### config.mk
export PLATFORM = sky130hd
export DESIGN_NAME = cgs_ctrl
export DESIGN_NICKNAME = d
export VERILOG_FILES = /design/src/verilog/cgs_pkg.sv /design/src/verilog/cgs_sync.sv /design/src/verilog/cgs_gain_sel.sv /design/src/verilog/cgs_ctrl.sv
export SDC_FILE = /design/constraint.sdc
export NUM_CORES = 1
export LEC_CHECK = 0
export ABC_CLOCK_PERIOD_IN_PS = 4100
export BUFFER_PORTS_ARGS = -buffer_cell sky130_fd_sc_hd__buf_2
export CORE_AREA = 10 10 148 109
export CTS_CLUSTER_SIZE = 8
export DETAILED_ROUTE_END_ITERATION = 10
export DIE_AREA = 0 0 158 119
export PLACE_DENSITY = 0.86
export SETUP_SLACK_MARGIN = 0.2
export SLEW_MARGIN = 20
export SYNTH_ARGS = -nofsm -noshare
export SYNTH_HDL_FRONTEND = slang
export SYNTH_HIERARCHICAL = 1
export SYNTH_SLANG_ARGS = --single-unit
### constraint.sdc
create_clock -name ref_clk -period 4.1 [get_ports ref_clk]
set_clock_uncertainty 0.05 [all_clocks]
set_input_delay 0.41 -clock ref_clk [delete_from_list [all_inputs] [get_ports ref_clk]]
set_output_delay 0.41 -clock ref_clk [all_outputs]
set_load 0.01 [all_outputs]
### src/verilog/cgs_pkg.sv
/*
 * Constants, register map and field layout for the CCD gain-select and
 * output control block.
 * Assumes a single 100 MHz clock and a parallel register write/read port
 * fed by the serial configuration interface outside this block.
 */
// Overview of operation
// - Six gain registers: one master, three colour differences, two black differences.
// - Master gain register is ten bits and is the base for all gains.
// - Selected nine-bit colour difference is subtracted from master to form gain code.
// - Even and odd black differences set black-pixel gain during calibration.
// - Gain codes are a log scale, 0.047 dB per step.
// - Mode bit 0 picks progressive/interlaced, bit 1 picks sync or line-id parity.
// - In line-id modes each pre-blanking pulse latches the line-id level.
// - Progressive sync mode toggles the line-pattern flag on each pre-blanking pulse, unless frame sync rises in the same cycle.
// - In sync modes frame sync presets the line flag to the start parity bit.
// - Per pattern pixel a two-bit pointer picks one of four gain registers.
// - Two-bit length field per line type gives one to four pixels, default two.
// - Power-down when the pin is high or the chip sleep bit is set.
// - Power-down turns analog off and floats the twelve-bit output bus.
// - Power-down resets no register; the configuration port keeps working.
// - Two test bits separately power down front end and converter.
// - Bus drives only when enable bit is one and enable pin is low.
// - Output enable affects only the drivers; all other logic keeps running.
// - Power-on reset loads defaults into every register.
// - Writing the software reset bit resets the chip, then clears after 10 ns.
// - Reset pin low holds the chip in reset until it returns high.
// - With floor clip on, codes below the offset are replaced by the offset.
// - Floor clip acts only on the bus; calibration data stays unclipped.
// - With clamp on and pre-blanking active, the bus carries the offset code.
package cgs_pkg;

    localparam int MG_W   = 10;
    localparam int DIFF_W = 9;
    localparam int OFS_W  = 8;
    localparam int BUS_W  = 12;
    localparam int ADDR_W = 4;
    localparam int DATA_W = 10;
    localparam int PAT_W  = 10;
    localparam int CTL_W  = 10;
    localparam int NPIN   = 6;

    // Register indices on the configuration port.
    localparam logic [ADDR_W-1:0] REG_MASTER_GAIN  = 4'h0;
    localparam logic [ADDR_W-1:0] REG_DIFF_ONE     = 4'h1;
    localparam logic [ADDR_W-1:0] REG_DIFF_TWO     = 4'h2;
    localparam logic [ADDR_W-1:0] REG_DIFF_THREE   = 4'h3;
    localparam logic [ADDR_W-1:0] REG_BLACK_EVEN   = 4'h4;
    localparam logic [ADDR_W-1:0] REG_BLACK_ODD    = 4'h5;
    localparam logic [ADDR_W-1:0] REG_CONTROL      = 4'h6;
    localparam logic [ADDR_W-1:0] REG_EVEN_PATTERN = 4'h7;
    localparam logic [ADDR_W-1:0] REG_ODD_PATTERN  = 4'h8;
    localparam logic [ADDR_W-1:0] REG_OFFSET       = 4'h9;
    localparam logic [ADDR_W-1:0] REG_RESET        = 4'ha;
    localparam logic [ADDR_W-1:0] REG_STATUS       = 4'hb;

    // Control register fields.
    localparam int CTL_CHIP_SLEEP  = 0;
    localparam int CTL_FE_SLEEP    = 1;
    localparam int CTL_CONV_SLEEP  = 2;
    localparam int CTL_OUT_EN      = 3;
    localparam int CTL_FLOOR_CLIP  = 4;
    localparam int CTL_OUT_CLAMP   = 5;
    localparam int CTL_MODE_LSB    = 6;
    localparam int CTL_START_PAR   = 8;
    localparam int CTL_MULT_GAIN   = 9;
    localparam int MODE_PROG_BIT   = 0;
    localparam int MODE_SYNC_BIT   = 1;

    // Pattern register fields: length then four pointers.
    localparam int PAT_LEN_LSB = 0;
    localparam int PAT_PTR_LSB = 2;

    // Status register fields.
    localparam int STS_LINE_SEL = 0;
    localparam int STS_SLEEPING = 1;
    localparam int STS_DRIVING  = 2;

    localparam int RST_BIT = 0;

    // Synchronised pin positions.
    localparam int PIN_PD    = 0;
    localparam int PIN_OE_N  = 1;
    localparam int PIN_LID   = 2;
    localparam int PIN_PREBLANK_STROBE  = 3;
    localparam int PIN_FSYNC = 4;
    localparam int PIN_CAL   = 5;

    // Reset values.
    localparam logic [MG_W-1:0]   MASTER_GAIN_RST = 10'h000;
    localparam logic [DIFF_W-1:0] DIFF_RST        = 9'h000;
    localparam logic [CTL_W-1:0]  CONTROL_RST     = 10'h038;
    localparam logic [PAT_W-1:0]  EVEN_PAT_RST    = 10'h005;
    localparam logic [PAT_W-1:0]  ODD_PAT_RST     = 10'h021;
    localparam logic [OFS_W-1:0]  OFFSET_RST      = 8'h00;

    // Self-clearing software reset: longest time, rounded down, at least one cycle.
    localparam int CLK_PERIOD_NS = 10;
    localparam int SW_RST_NS     = 10;
    localparam int SW_RST_CYC    = (SW_RST_NS / CLK_PERIOD_NS) < 1 ? 1
                                 : (SW_RST_NS / CLK_PERIOD_NS);
    localparam logic [3:0] SW_RST_CYC_V = 4'(SW_RST_CYC);

endpackage : cgs_pkg

### src/verilog/cgs_sync.sv
/*
 * Two-flop synchronisers, one per bit, for asynchronous pins.
 * Assumes nothing reads the first stage except the second stage.
 */
module cgs_sync
    import cgs_pkg::*;
#(
    parameter int W = 1
) (
    input  wire logic         ref_clk,
    input  wire logic         rst_n,
    input  wire logic [W-1:0] async_in,
    output logic      [W-1:0] sync_out
);

    logic [W-1:0] meta_reg;

    for (genvar i = 0; i < W; i++) begin : g_bit
        always_ff @(posedge ref_clk) begin
            if (!rst_n) begin
                meta_reg[i] <= 1'b0;
                sync_out[i] <= 1'b0;
            end else begin
                meta_reg[i] <= async_in[i];
                sync_out[i] <= meta_reg[i];
            end
        end
    end

endmodule : cgs_sync

### src/verilog/cgs_gain_sel.sv
/*
 * Per-pixel gain code selection from master gain and difference registers.
 * Assumes one pixel per clock, the pattern restarting while pre-blanking is
 * active, and a calibration strobe that marks optical-black pixels.
 */
module cgs_gain_sel
    import cgs_pkg::*;
(
    input  wire logic              ref_clk,
    input  wire logic              clr,
    input  wire logic              mult_gain_en,
    input  wire logic              line_sel,
    input  wire logic              preblank,
    input  wire logic              calib,
    input  wire logic [MG_W-1:0]   master_gain,
    input  wire logic [DIFF_W-1:0] gain_diff_one,
    input  wire logic [DIFF_W-1:0] gain_diff_two,
    input  wire logic [DIFF_W-1:0] gain_diff_three,
    input  wire logic [DIFF_W-1:0] black_gain_diff_even,
    input  wire logic [DIFF_W-1:0] black_gain_diff_odd,
    input  wire logic [PAT_W-1:0]  even_pattern,
    input  wire logic [PAT_W-1:0]  odd_pattern,
    output logic      [MG_W-1:0]   gain_code_reg
);

    logic [1:0]        pix_reg;
    logic [PAT_W-1:0]  pat;
    logic [1:0]        ptr;
    logic [DIFF_W-1:0] diff;
    logic [MG_W-1:0]   gain_next;

    assign pat = line_sel ? odd_pattern : even_pattern;

    always_ff @(posedge ref_clk) begin
        if (clr || preblank) begin
            pix_reg <= 2'h0;
        end else if (pix_reg == pat[PAT_LEN_LSB +: 2]) begin
            pix_reg <= 2'h0;
        end else begin
            pix_reg <= pix_reg + 2'h1;
        end
    end

    always_comb begin
        ptr = mult_gain_en ? pat[PAT_PTR_LSB + 2 * int'(pix_reg) +: 2] : 2'h0;
        case (ptr)
            2'h1:    diff = gain_diff_one;
            2'h2:    diff = gain_diff_two;
            2'h3:    diff = gain_diff_three;
            default: diff = DIFF_RST;
        endcase
        if (calib) begin
            diff = line_sel ? black_gain_diff_odd : black_gain_diff_even;
        end
        // Underflow saturates at the lowest gain rather than wrapping to the highest.
        gain_next = (master_gain >= {1'b0, diff}) ? master_gain - {1'b0, diff} : '0;
    end

    always_ff @(posedge ref_clk) begin
        if (clr) begin
            gain_code_reg <= MASTER_GAIN_RST;
        end else begin
            gain_code_reg <= gain_next;
        end
    end

    AST_MASTER_ONLY: assert property (@(posedge ref_clk) disable iff (clr)
        (!mult_gain_en && !calib) |=> gain_code_reg == $past(master_gain))
        else $error("gain code differs from master gain with pattern off");

endmodule : cgs_gain_sel

### src/verilog/cgs_ctrl.sv
/*
 * Top of the CCD gain-select and output control logic: register file,
 * line-pattern tracking, power-down, reset and output bus control.
 * Assumes converter data arrives on the ref_clk domain, and that the
 * serial interface outside delivers parallel register writes and reads.
 */
module cgs_ctrl
    import cgs_pkg::*;
(
    input  wire logic              ref_clk,
    input  wire logic              rst_n,
    input  wire logic              reg_wr,
    input  wire logic [ADDR_W-1:0] reg_addr,
    input  wire logic [DATA_W-1:0] reg_wdata,
    output logic      [DATA_W-1:0] reg_rdata,
    input  wire logic              powerdown_pin,
    input  wire logic              output_enable_n_pin,
    input  wire logic              line_id_input,
    input  wire logic              preblank_strobe,
    input  wire logic              frame_sync,
    input  wire logic              cal_strobe,
    input  wire logic [BUS_W-1:0]  adc_data,
    output logic      [BUS_W-1:0]  output_bus,
    output logic                   output_bus_oe_n,
    output logic      [BUS_W-1:0]  calib_data,
    output logic      [MG_W-1:0]   gain_code,
    output logic                   frontend_off,
    output logic                   converter_off
);

    logic [NPIN-1:0]   pin_s;
    logic              preblank_strobe_d_reg;
    logic              fs_d_reg;
    logic              preblank_strobe_rise;
    logic              fs_rise;
    logic              soft_rst_reg;
    logic [3:0]        soft_cnt_reg;
    logic              clr;
    logic [MG_W-1:0]   master_gain_reg;
    logic [DIFF_W-1:0] gain_diff_one_reg;
    logic [DIFF_W-1:0] gain_diff_two_reg;
    logic [DIFF_W-1:0] gain_diff_three_reg;
    logic [DIFF_W-1:0] black_gain_diff_even_reg;
    logic [DIFF_W-1:0] black_gain_diff_odd_reg;
    logic [CTL_W-1:0]  control_reg;
    logic [PAT_W-1:0]  even_pattern_reg;
    logic [PAT_W-1:0]  odd_pattern_reg;
    logic [OFS_W-1:0]  offset_code_reg;
    logic              line_sel_reg;
    logic [1:0]        line_parity_mode;
    logic              chip_sleep_bit;
    logic              sleeping;
    logic              drive_en;
    logic              clamp_now;
    logic [BUS_W-1:0]  offset_wide;
    logic [BUS_W-1:0]  bus_next;
    logic [DATA_W-1:0] rdata_next;

    cgs_sync #(.W(NPIN)) u_sync (
        .ref_clk  (ref_clk),
        .rst_n    (rst_n),
        .async_in ({cal_strobe, frame_sync, preblank_strobe, line_id_input,
                    output_enable_n_pin, powerdown_pin}),
        .sync_out (pin_s)
    );

    // The reset pin and the power-on reset both arrive as rst_n.
    assign clr = !rst_n || soft_rst_reg;

    always_ff @(posedge ref_clk) begin
        if (!rst_n) begin
            preblank_strobe_d_reg <= 1'b0;
            fs_d_reg   <= 1'b0;
        end else begin
            preblank_strobe_d_reg <= pin_s[PIN_PREBLANK_STROBE];
            fs_d_reg   <= pin_s[PIN_FSYNC];
        end
    end

    assign preblank_strobe_rise = pin_s[PIN_PREBLANK_STROBE] && !preblank_strobe_d_reg;
    assign fs_rise   = pin_s[PIN_FSYNC] && !fs_d_reg;

    // The software reset pulse only answers to rst_n, so it cannot cut itself short.
    always_ff @(posedge ref_clk) begin
        if (!rst_n) begin
            soft_rst_reg <= 1'b0;
            soft_cnt_reg <= 4'h0;
        end else if (reg_wr && reg_addr == REG_RESET && reg_wdata[RST_BIT]) begin
            soft_rst_reg <= 1'b1;
            soft_cnt_reg <= SW_RST_CYC_V - 4'h1;
        end else if (soft_cnt_reg != 4'h0) begin
            soft_cnt_reg <= soft_cnt_reg - 4'h1;
        end else begin
            soft_rst_reg <= 1'b0;
        end
    end

    // Power-down is not a reset source here, so contents survive it.
    always_ff @(posedge ref_clk) begin
        if (clr) begin
            master_gain_reg          <= MASTER_GAIN_RST;
            gain_diff_one_reg        <= DIFF_RST;
            gain_diff_two_reg        <= DIFF_RST;
            gain_diff_three_reg      <= DIFF_RST;
            black_gain_diff_even_reg <= DIFF_RST;
            black_gain_diff_odd_reg  <= DIFF_RST;
            control_reg              <= CONTROL_RST;
            even_pattern_reg         <= EVEN_PAT_RST;
            odd_pattern_reg          <= ODD_PAT_RST;
            offset_code_reg          <= OFFSET_RST;
        end else if (reg_wr) begin
            case (reg_addr)
                REG_MASTER_GAIN:  master_gain_reg          <= reg_wdata;
                REG_DIFF_ONE:     gain_diff_one_reg        <= reg_wdata[DIFF_W-1:0];
                REG_DIFF_TWO:     gain_diff_two_reg        <= reg_wdata[DIFF_W-1:0];
                REG_DIFF_THREE:   gain_diff_three_reg      <= reg_wdata[DIFF_W-1:0];
                REG_BLACK_EVEN:   black_gain_diff_even_reg <= reg_wdata[DIFF_W-1:0];
                REG_BLACK_ODD:    black_gain_diff_odd_reg  <= reg_wdata[DIFF_W-1:0];
                REG_CONTROL:      control_reg              <= reg_wdata;
                REG_EVEN_PATTERN: even_pattern_reg         <= reg_wdata;
                REG_ODD_PATTERN:  odd_pattern_reg          <= reg_wdata;
                REG_OFFSET:       offset_code_reg          <= reg_wdata[OFS_W-1:0];
                default: begin
                end
            endcase
        end
    end

    assign line_parity_mode = control_reg[CTL_MODE_LSB +: 2];
    assign chip_sleep_bit   = control_reg[CTL_CHIP_SLEEP];

    // In sync modes frame sync outranks a pre-blanking edge in the same cycle.
    always_ff @(posedge ref_clk) begin
        if (clr) begin
            line_sel_reg <= 1'b0;
        end else if (!line_parity_mode[MODE_SYNC_BIT]) begin
            if (preblank_strobe_rise) begin
                line_sel_reg <= pin_s[PIN_LID];
            end
        end else if (fs_rise) begin
            line_sel_reg <= control_reg[CTL_START_PAR];
        end else if (preblank_strobe_rise && line_parity_mode[MODE_PROG_BIT]) begin
            line_sel_reg <= !line_sel_reg;
        end
    end

    cgs_gain_sel u_gain (
        .ref_clk              (ref_clk),
        .clr                  (clr),
        .mult_gain_en         (control_reg[CTL_MULT_GAIN]),
        .line_sel             (line_sel_reg),
        .preblank             (pin_s[PIN_PREBLANK_STROBE]),
        .calib                (pin_s[PIN_CAL]),
        .master_gain          (master_gain_reg),
        .gain_diff_one        (gain_diff_one_reg),
        .gain_diff_two        (gain_diff_two_reg),
        .gain_diff_three      (gain_diff_three_reg),
        .black_gain_diff_even (black_gain_diff_even_reg),
        .black_gain_diff_odd  (black_gain_diff_odd_reg),
        .even_pattern         (even_pattern_reg),
        .odd_pattern          (odd_pattern_reg),
        .gain_code_reg        (gain_code)
    );

    assign sleeping    = pin_s[PIN_PD] || chip_sleep_bit;
    assign drive_en    = control_reg[CTL_OUT_EN] && !pin_s[PIN_OE_N] && !sleeping;
    assign clamp_now   = control_reg[CTL_OUT_CLAMP] && pin_s[PIN_PREBLANK_STROBE];
    assign offset_wide = {{(BUS_W - OFS_W){1'b0}}, offset_code_reg};

    always_comb begin
        if (clamp_now) begin
            bus_next = offset_wide;
        end else if (control_reg[CTL_FLOOR_CLIP] && adc_data < offset_wide) begin
            bus_next = offset_wide;
        end else begin
            bus_next = adc_data;
        end
    end

    // Data keeps flowing while the drivers are off, so enabling is glitch free.
    always_ff @(posedge ref_clk) begin
        if (clr) begin
            output_bus      <= '0;
            output_bus_oe_n <= 1'b1;
            calib_data      <= '0;
        end else begin
            output_bus      <= bus_next;
            output_bus_oe_n <= !drive_en;
            calib_data      <= adc_data;
        end
    end

    always_ff @(posedge ref_clk) begin
        if (clr) begin
            frontend_off  <= 1'b0;
            converter_off <= 1'b0;
        end else begin
            frontend_off  <= sleeping || control_reg[CTL_FE_SLEEP];
            converter_off <= sleeping || control_reg[CTL_CONV_SLEEP];
        end
    end

    always_comb begin
        rdata_next = '0;
        case (reg_addr)
            REG_MASTER_GAIN:  rdata_next = master_gain_reg;
            REG_DIFF_ONE:     rdata_next = {1'b0, gain_diff_one_reg};
            REG_DIFF_TWO:     rdata_next = {1'b0, gain_diff_two_reg};
            REG_DIFF_THREE:   rdata_next = {1'b0, gain_diff_three_reg};
            REG_BLACK_EVEN:   rdata_next = {1'b0, black_gain_diff_even_reg};
            REG_BLACK_ODD:    rdata_next = {1'b0, black_gain_diff_odd_reg};
            REG_CONTROL:      rdata_next = control_reg;
            REG_EVEN_PATTERN: rdata_next = even_pattern_reg;
            REG_ODD_PATTERN:  rdata_next = odd_pattern_reg;
            REG_OFFSET:       rdata_next = {2'h0, offset_code_reg};
            REG_STATUS: begin
                rdata_next[STS_LINE_SEL] = line_sel_reg;
                rdata_next[STS_SLEEPING] = sleeping;
                rdata_next[STS_DRIVING]  = !output_bus_oe_n;
            end
            default:          rdata_next = '0;
        endcase
    end

    always_ff @(posedge ref_clk) begin
        if (clr) begin
            reg_rdata <= '0;
        end else begin
            reg_rdata <= rdata_next;
        end
    end

    AST_SLEEP_FLOATS: assert property (@(posedge ref_clk) disable iff (clr)
        sleeping |=> output_bus_oe_n)
        else $error("bus driven while powered down");

    AST_DRIVE_WHEN_ENABLED: assert property (@(posedge ref_clk) disable iff (clr)
        (control_reg[CTL_OUT_EN] && !pin_s[PIN_OE_N] && !sleeping) |=> !output_bus_oe_n)
        else $error("bus not driven although enabled");

    AST_CLAMP_OFFSET: assert property (@(posedge ref_clk) disable iff (clr)
        clamp_now |=> output_bus == {4'h0, $past(offset_code_reg)})
        else $error("clamp did not place the offset on the bus");

    AST_FLOOR_CLIP: assert property (@(posedge ref_clk) disable iff (clr)
        (!clamp_now && control_reg[CTL_FLOOR_CLIP] && adc_data < offset_wide)
        |=> output_bus == $past(offset_wide))
        else $error("low code not clipped to offset");

    AST_CAL_UNCLIPPED: assert property (@(posedge ref_clk) disable iff (clr)
        1'b1 |=> calib_data == $past(adc_data))
        else $error("calibration data altered");

    AST_LINE_ID_LATCH: assert property (@(posedge ref_clk) disable iff (clr)
        (!line_parity_mode[MODE_SYNC_BIT] && preblank_strobe_rise) |=> line_sel_reg == $past(pin_s[PIN_LID]))
        else $error("line id not latched on pre-blanking");

    AST_TOGGLE: assert property (@(posedge ref_clk) disable iff (clr)
        (line_parity_mode == 2'h3 && preblank_strobe_rise && !fs_rise) |=> line_sel_reg != $past(line_sel_reg))
        else $error("line flag did not toggle");

    AST_FRAME_PRESET: assert property (@(posedge ref_clk) disable iff (clr)
        (line_parity_mode[MODE_SYNC_BIT] && fs_rise)
        |=> line_sel_reg == $past(control_reg[CTL_START_PAR]))
        else $error("frame sync did not preset the line flag");

    AST_SOFT_RESET: assert property (@(posedge ref_clk) disable iff (!rst_n)
        (reg_wr && reg_addr == REG_RESET && reg_wdata[RST_BIT])
        |=> soft_rst_reg ##1 (!soft_rst_reg && master_gain_reg == MASTER_GAIN_RST))
        else $error("software reset pulse wrong");

    AST_SLEEP_RETAINS: assert property (@(posedge ref_clk) disable iff (clr)
        (sleeping && !reg_wr) |=> $stable(master_gain_reg) && $stable(control_reg))
        else $error("register changed during power-down");

    COV_CLAMP:  cover property (@(posedge ref_clk) disable iff (clr) clamp_now && drive_en);
    COV_CLIP:   cover property (@(posedge ref_clk) disable iff (clr)
        !clamp_now && control_reg[CTL_FLOOR_CLIP] && adc_data < offset_wide);
    COV_TOGGLE: cover property (@(posedge ref_clk) disable iff (clr)
        line_parity_mode == 2'h3 && preblank_strobe_rise);
    COV_SLEEP:  cover property (@(posedge ref_clk) disable iff (clr) sleeping ##1 !sleeping);

endmodule : cgs_ctrl

==> key figures, run 1 <==
Run status
  • Status: finished, final reports clean

Worst setup path
  • CP max-delay cell: fa_1
  • Crit path cell chain: buf_4 > mux2i_1 > a22oi_1 > nand4_1 > buf_4 > nor2_1 > a222oi_1 > buf_4 > fa_1 > a21o_1 > a21oi_1 > a21oi_1 > o21ai_0 > a21o_1 > nor4_1
  • CP Class: reg -> reg
  • WP depth: 15
  • Crit path max fanout: 10
  • Worst EP required: roughly 4.4 ns
  • CP startpoint kind: register
  • FF-to-FF path depth: 15
  • Buf+Inv Stages, Crit Path: 3
  • Delay-heaviest family, CP: compound AO/OA/AOI/OAI gates
  • Crit. End Element: register
  • Crit-path most repeated cell: buf_4
  • Arr. time, crit path: just under 4 ns
  • Crit-path max cell delay: ~0.45 ns

Yosys
  • FFs w/ async S/R, synth: 0%
  • Post-synth top area cell: dfxtp_1
  • Synth Flop Type: dfxtp_1
  • Post-synthesis cell area: roughly 7700 um2
  • Largest family of logic cells by synthesized area: simple AND/OR/NAND/NOR gates
  • Number of synthesized flops with an enable pin: 0
  • Most frequent cell after synthesis: dfxtp_1
  • Post-synthesis mux area share: between 10% and 20%
  • Cells after Synth: 840
  • Synth Register Bits: between 150 and 200
  • Synthesized area per cell: 9.223 um2
  • Post-synth top cells: dfxtp_1, nor2_1, mux2i_1
  • Post-synthesis sequential area ratio: between 40% and 50%
  • Synthesized Nets: approximately 890
  • Post-synthesis adder-cell area fraction: approximately 3.0%
  • Area share of the largest cell type after synthesis: a little over two fifths
  • Top cells by area, synth: dfxtp_1, mux2i_1, nor2_1, mux2_2, a21oi_1
  • Synth Area in Simple Gates: around a fifth
  • Compound-Gate Fraction of Synth Area: roughly 11%
  • Yosys warning count: 6
  • Synth Area in XOR/XNOR: 1.244%
  • Unique masters post-synth: 69

Detailed routing
  • DR pass1 iterations: 5
  • DRC errors left: 0
  • Via count: 6561
  • Post-route ant nets: 0
  • WL/cell: between 20 and 25 um
  • DRT iter0 DRCs: between 900 and 1000
  • Total wire length: around 23000 um
  • Number of vias per cell: 6.081

Clock network
  • CTS root buf: clkbuf_16
  • TritonCTS Buffers: 17
  • CTS tree: built
  • Worst skew pair latency: 0.45 ns
  • CTS max path bufs: 2
  • Clock Sinks: 162
  • Hold_buf cts: 0
  • Clock slew at reported path FFs: ~0.070 ns
  • # H-tree levels: 4

Cells and area
  • Post-route cell area: roughly 8700 um2
  • Fin nets: ~950
  • Biggest regs: calib_data: 12 flops, output_bus: 12 flops
  • Share of cells above drive strength 1: roughly 20%
  • Area growth syn-to-layout: 12.92%

Global route
  • Total GRT Usage: 24.62%
  • Maximum number of pins on one net before global-route repair: 87
  • Vias in the first global route: 6071
  • GRT overflow: 0
  • Initial antenna violation count: 1
  • First-pass GRT wire length: about 36000 um

STA
  • Final Max Slew Viols: 0
  • Final min period: approximately 3.6 ns
  • Final setup viols: 0
  • Fin crit share: between 80 and 90%
  • Setup tns final: 0 ns
  • Relative slew margins: a little over two fifths
  • Fmax achieved: approximately 0.28 GHz
  • Final hold violation count: 0
  • Unrepaired setup endpoints after global routing: false
  • Hold Slack: about 0.11 ns
  • Tightest Pin Transition: approximately 0.87 ns

Placed design
  • IO Port Bufs: between 80 and 90
  • Post-DP Area: 8143 um2
  • Final GP Congestion: slightly below 1
  • Detail Placement HPWL: 16530 um

Pwr
  • Leak: around 3.5 nW
  • Power Density: approximately 420 nW/um2
  • Worst vdd ir: roughly 0.00031 V
  • Total power: between 0.003 and 0.004 W

Floorplanning
  • Die X-Extent: ~160 um
  • Starting density of the core: 57.53%
  • Die height: between 100 and 150 um
  • Number of cell rows: 36
  • Core area: 13470 um2
  • DIE AREA: between 15000 and 20000 um2
  • I/O Pins: 82

Hold path
  • Worst hold path type: in -> reg
  • Hold path cells: 2

Flow run
  • Max_cap viols: 0
==> cells by family after synthesis <==
kind of cell / count (synthesis)
and+or+nand+nor: 314
DFF: 162
muxes: 118
adders and majority gates: 18
buffers and inverters: 84
xor gates and xnor gates: 11
AOI/OAI and AO/OA: 133
==> per-stage QoR <==
stage          utilization, %  setup WS (ns)  cells
2_1_floorplan               -         0.5999    840
3_3_place_gp            60.46         0.3759   1045
3_5_place_dp            60.46         0.3215   1045
4_1_cts                 64.83         0.3101   1077
5_1_grt                 64.94         0.2931   1078
6_report                64.96         0.5037   1079
==> power breakdown <==
part	internal [W]	total (W)	switching (W)
clock network	0.000865	0.00159	0.000727
logic	0.000163	0.000409	0.000245
registers	0.00163	0.00167	0.0000392
total	0.00266	0.00367	0.00101
==> placed cells by master, fill, tap and decap left out, types with 5 or more instances in the layout <==
cell type	Yosys	layout
a21oi_1	47	47
a222oi_1	6	6
a22oi_1	11	11
and2_1	21	21
and2_2	9	9
and2b_2	5	5
and3_1	5	5
and3b_1	9	9
buf_2	14	81
buf_4	13	16
clkbuf_16	0	17
dfxtp_1	162	162
ha_1	17	17
inv_1	20	20
inv_6	0	7
mux2_2	23	23
mux2i_1	90	90
nand2_1	60	60
nand2b_1	6	6
nand3_1	38	38
nand3b_1	6	6
nand4_1	5	5
nor2_1	103	103
nor2b_1	13	13
nor3_1	8	8
o21ai_0	23	23
o2bb2ai_1	5	5
xnor2_1	9	9
==> routing by layer <==
layer | vias up | track usage [%] | share of wire [%]
li1 | 3054 | - | -
met1 | 3022 | 34.70 | 43
met2 | 425 | 32.80 | 40
met3 | 60 | 9.745 | 14
met4 | 0 | 9.238 | 2.9
met5 | - | 0 | 0
==> layout make-up <==
cell class                 instances  area [um2]
sequential                       162        3243
timing repair buffer              98       545.5
fill                            1090        4720
tap                              171       214.0
clock inverter                    15       162.7
multi-input combinational        594        4076
clock buffer                      17       425.4
inverter                          21       78.83
antenna                            1       2.502
==> timing repair <==
| action | CTS | global route |
|---|---|---|
| setup endpoints to repair | 0 | 2 |
| gates resized for setup | 0 | 1 |
| setup buffers | 0 | 1 |
| hold endpoints to repair | 0 | 0 |
==> final timing paths <==
check                                   startpoint                      end  slack [ns]
worst max-delay path             u_gain/pix_reg[1]  u_gain/gain_code_reg[9]        0.50
worst min-delay path                 line_id_input       u_sync/meta_reg[2]        0.11
worst max register to register   u_gain/pix_reg[1]  u_gain/gain_code_reg[9]        0.50
worst min register to register  u_sync/sync_out[1]          output_bus_oe_n        0.38
Power figures use the tool's default switching activity.
==> run 2: changes to the inputs <==
--- a/config.mk
+++ b/config.mk
@@ -7,11 +7,12 @@
 export LEC_CHECK = 0
 export ABC_CLOCK_PERIOD_IN_PS = 4100
 export BUFFER_PORTS_ARGS = -buffer_cell sky130_fd_sc_hd__buf_2
-export CORE_AREA = 10 10 148 109
+export CORE_AREA = 10 10 160 118
 export CTS_CLUSTER_SIZE = 8
 export DETAILED_ROUTE_END_ITERATION = 10
-export DIE_AREA = 0 0 158 119
-export PLACE_DENSITY = 0.86
+export DIE_AREA = 0 0 170 128
+export PLACE_DENSITY = 0.76
+export RECOVER_POWER = 50
 export SETUP_SLACK_MARGIN = 0.2
 export SLEW_MARGIN = 20
 export SYNTH_ARGS = -nofsm -noshare
==> run 2 against run 1 <==
Against the previous run: the run now ends with max-capacitance violations, max-slew violations left; clock power rose by 8%; clock-buffer cell count did not move; maximum frequency fell by 1.5%; total power is 3.3% higher; global-route usage shrank 3.5 points; critical path depth stayed put; register-to-register slack lost 0.06 ns; via count increased by 0.84%; core utilization decreased by 9.8 points; first-iteration DRC count fell by 1.9%; critical path type unchanged; largest cell class unchanged; largest power group is now clock; highest routed layer unchanged.
==> key figures, run 2 (synthesis results as in run 1) <==
Run status
  • Status: finished with violations
  • Failing checks: max-capacitance violations, max-slew violations

STA
  • Tightest Pin Transition: 1.629 ns
  • Final min period: 3.653 ns
  • Final hold violation count: 0
  • Relative slew margins: -8.579%
  • Unrepaired setup endpoints after global routing: false
  • Final Max Slew Viols: 38
  • Setup tns final: 0 ns
  • Fmax achieved: around 0.27 GHz
  • Fin crit share: slightly below 90%
  • Final setup viols: 0

Worst setup path
  • Arr. time, crit path: between 3 and 4 ns
  • CP startpoint kind: register
  • Worst EP required: between 4 and 5 ns
  • CP Class: reg -> reg
  • Crit path max fanout: 13
  • Crit. End Element: register
  • Setup slack, reg-to-reg: between 0.4 and 0.5 ns

Pwr
  • Clk pwr share: 45.4%
  • P_int: between 0.002 and 0.003 W
  • Switching share of power: approximately 27%
  • Power Density: 434.1 nW/um2
  • Leak: 3.258 nW
  • Logic pwr share: around a tenth
  • Sequential power share: approximately 44%
  • Worst vdd ir: 0.0002819 V
  • Sw power: approximately 0.0010 W

Placed design
  • Detail Placement HPWL: between 15000 and 20000 um
  • Final GP Congestion: between 0.9 and 1
  • Post-DP Area: roughly 8000 um2
  • IO Port Bufs: 81

Detailed routing
  • DRT iter0 DRCs: between 900 and 1000
  • Post-route ant nets: 0
  • DRC errors left: 0
  • Via count: about 6600
  • WL/cell: approximately 21 um
  • Total wire length: between 20000 and 25000 um
  • DR pass1 iterations: 6
  • Number of vias per cell: 5.966

Cells and area
  • Fin nets: 944
  • Post-route cell area: approximately 8700 um2
  • Biggest regs: calib_data: 12 flops, output_bus: 12 flops
  • Share of cells above drive strength 1: roughly 14%
  • Commonest non-fill, non-tap cell in the layout: dfxtp_1
  • # diodes: 0
  • Commonest cells after routing, fill and taps aside: dfxtp_1, nor2_1, mux2i_1, nand2_1, clkbuf_1
  • Area growth syn-to-layout: 12.82%

Floorplanning
  • Number of cell rows: 39
  • DIE AREA: 21760 um2
  • I/O Pins: 82
  • Die X-Extent: between 150 and 200 um
  • Starting density of the core: between 40% and 50%
  • Core area: ~16000 um2
  • Die height: ~130 um

Clock network
  • Clock slew at reported path FFs: approximately 0.070 ns
  • CTS max path bufs: 2
  • TritonCTS Buffers: 17
  • CTS root buf: clkbuf_16
  • Clock Sinks: roughly 160
  • # H-tree levels: 4
  • Hold_buf cts: 0
  • Worst skew pair latency: roughly 0.44 ns
  • CTS tree: built

Global route
  • First-pass GRT wire length: roughly 36000 um
  • Vias in the first global route: 6079
  • Initial antenna violation count: 0
  • GRT overflow: 0
  • Maximum number of pins on one net before global-route repair: between 40 and 50
  • Total GRT Usage: between 20% and 30%

Flow run
  • Max_cap viols: 1

Hold path
  • Worst hold path type: in -> reg
[run 2: final timing paths]
check                      startpoint                       to  cells after the start
setup / recovery    u_gain/pix_reg[1]  u_gain/gain_code_reg[9]                     15
setup reg to reg    u_gain/pix_reg[1]  u_gain/gain_code_reg[9]                     15
hold / removal    output_enable_n_pin       u_sync/meta_reg[1]                      2
hold reg to reg    u_sync/meta_reg[1]       u_sync/sync_out[1]                      1
[run 2: metal layers]
layer,wire (um),part of all wire (%),GRT usage (%),up-vias
li1,-,-,-,3041
met1,10400,45,29.91,3104
met2,9024,39,28.11,428
met3,3269,14,8.523,43
met4,544,2.3,6.636,0
met5,0,0,0,-
[run 2: per-stage QoR]
stage	setup slack (ns)	power (W)	utilization, %	hold WS, ns	cells
after floorplan	0.5999	0.001989	-	0.3512	840
after global placement	0.2388	0.002096	51.43	0.3749	1076
after detailed placement	0.05856	0.002103	51.43	0.3708	1076
after CTS	0.2551	0.003813	55.52	0.1117	1108
after global routing	0.1845	0.003917	55.12	0.1356	1109
final	0.4474	0.003795	55.12	0.1247	1109
[run 2: repair_timing]
action	CTS	global route
endpoints found under the setup margin	10	10
pin swaps	0	1
gates resized for setup	2	5
setup buffers	0	1
cloned	0	0
[run 2: power groups by stage]
stage / registers, W / logic [W] / clock network [W]
5_1_grt: 0.00168 / 0.000431 / 0.00180
2_1_floorplan: 0.00170 / 0.000284 / 0
3_3_place_gp: 0.00171 / 0.000387 / 0
6_report: 0.00168 / 0.000395 / 0.00172
4_1_cts: 0.00167 / 0.000397 / 0.00174
3_5_place_dp: 0.00171 / 0.000394 / 0
[run 2: cell type report]
type / instances / area [um2]
Fill cell: 1443 / 7118
Timing Repair Buffer: 95 / 441.7
Clock buffer: 17 / 425.4
Clock inverter: 15 / 210.2
Tap cell: 205 / 256.5
Multi-Input combinational cell: 594 / 4084
Sequential cell: 162 / 3244
Inverter: 21 / 78.83
[run 2: worst max-delay path: stages, from the launching register on]
cell,delay [ns]
dfxtp_2,0.47
mux2i_1,0.12
a22oi_2,0.25
nand4_4,0.31
mux2_2,0.33
mux2i_1,0.07
mux2i_1,0.17
ha_1,0.20
inv_1,0.07
fa_1,0.43
a21o_1,0.19
a21oi_2,0.22
a21oi_1,0.11
o21ai_0,0.21
a21o_2,0.26
nor4_1,0.08
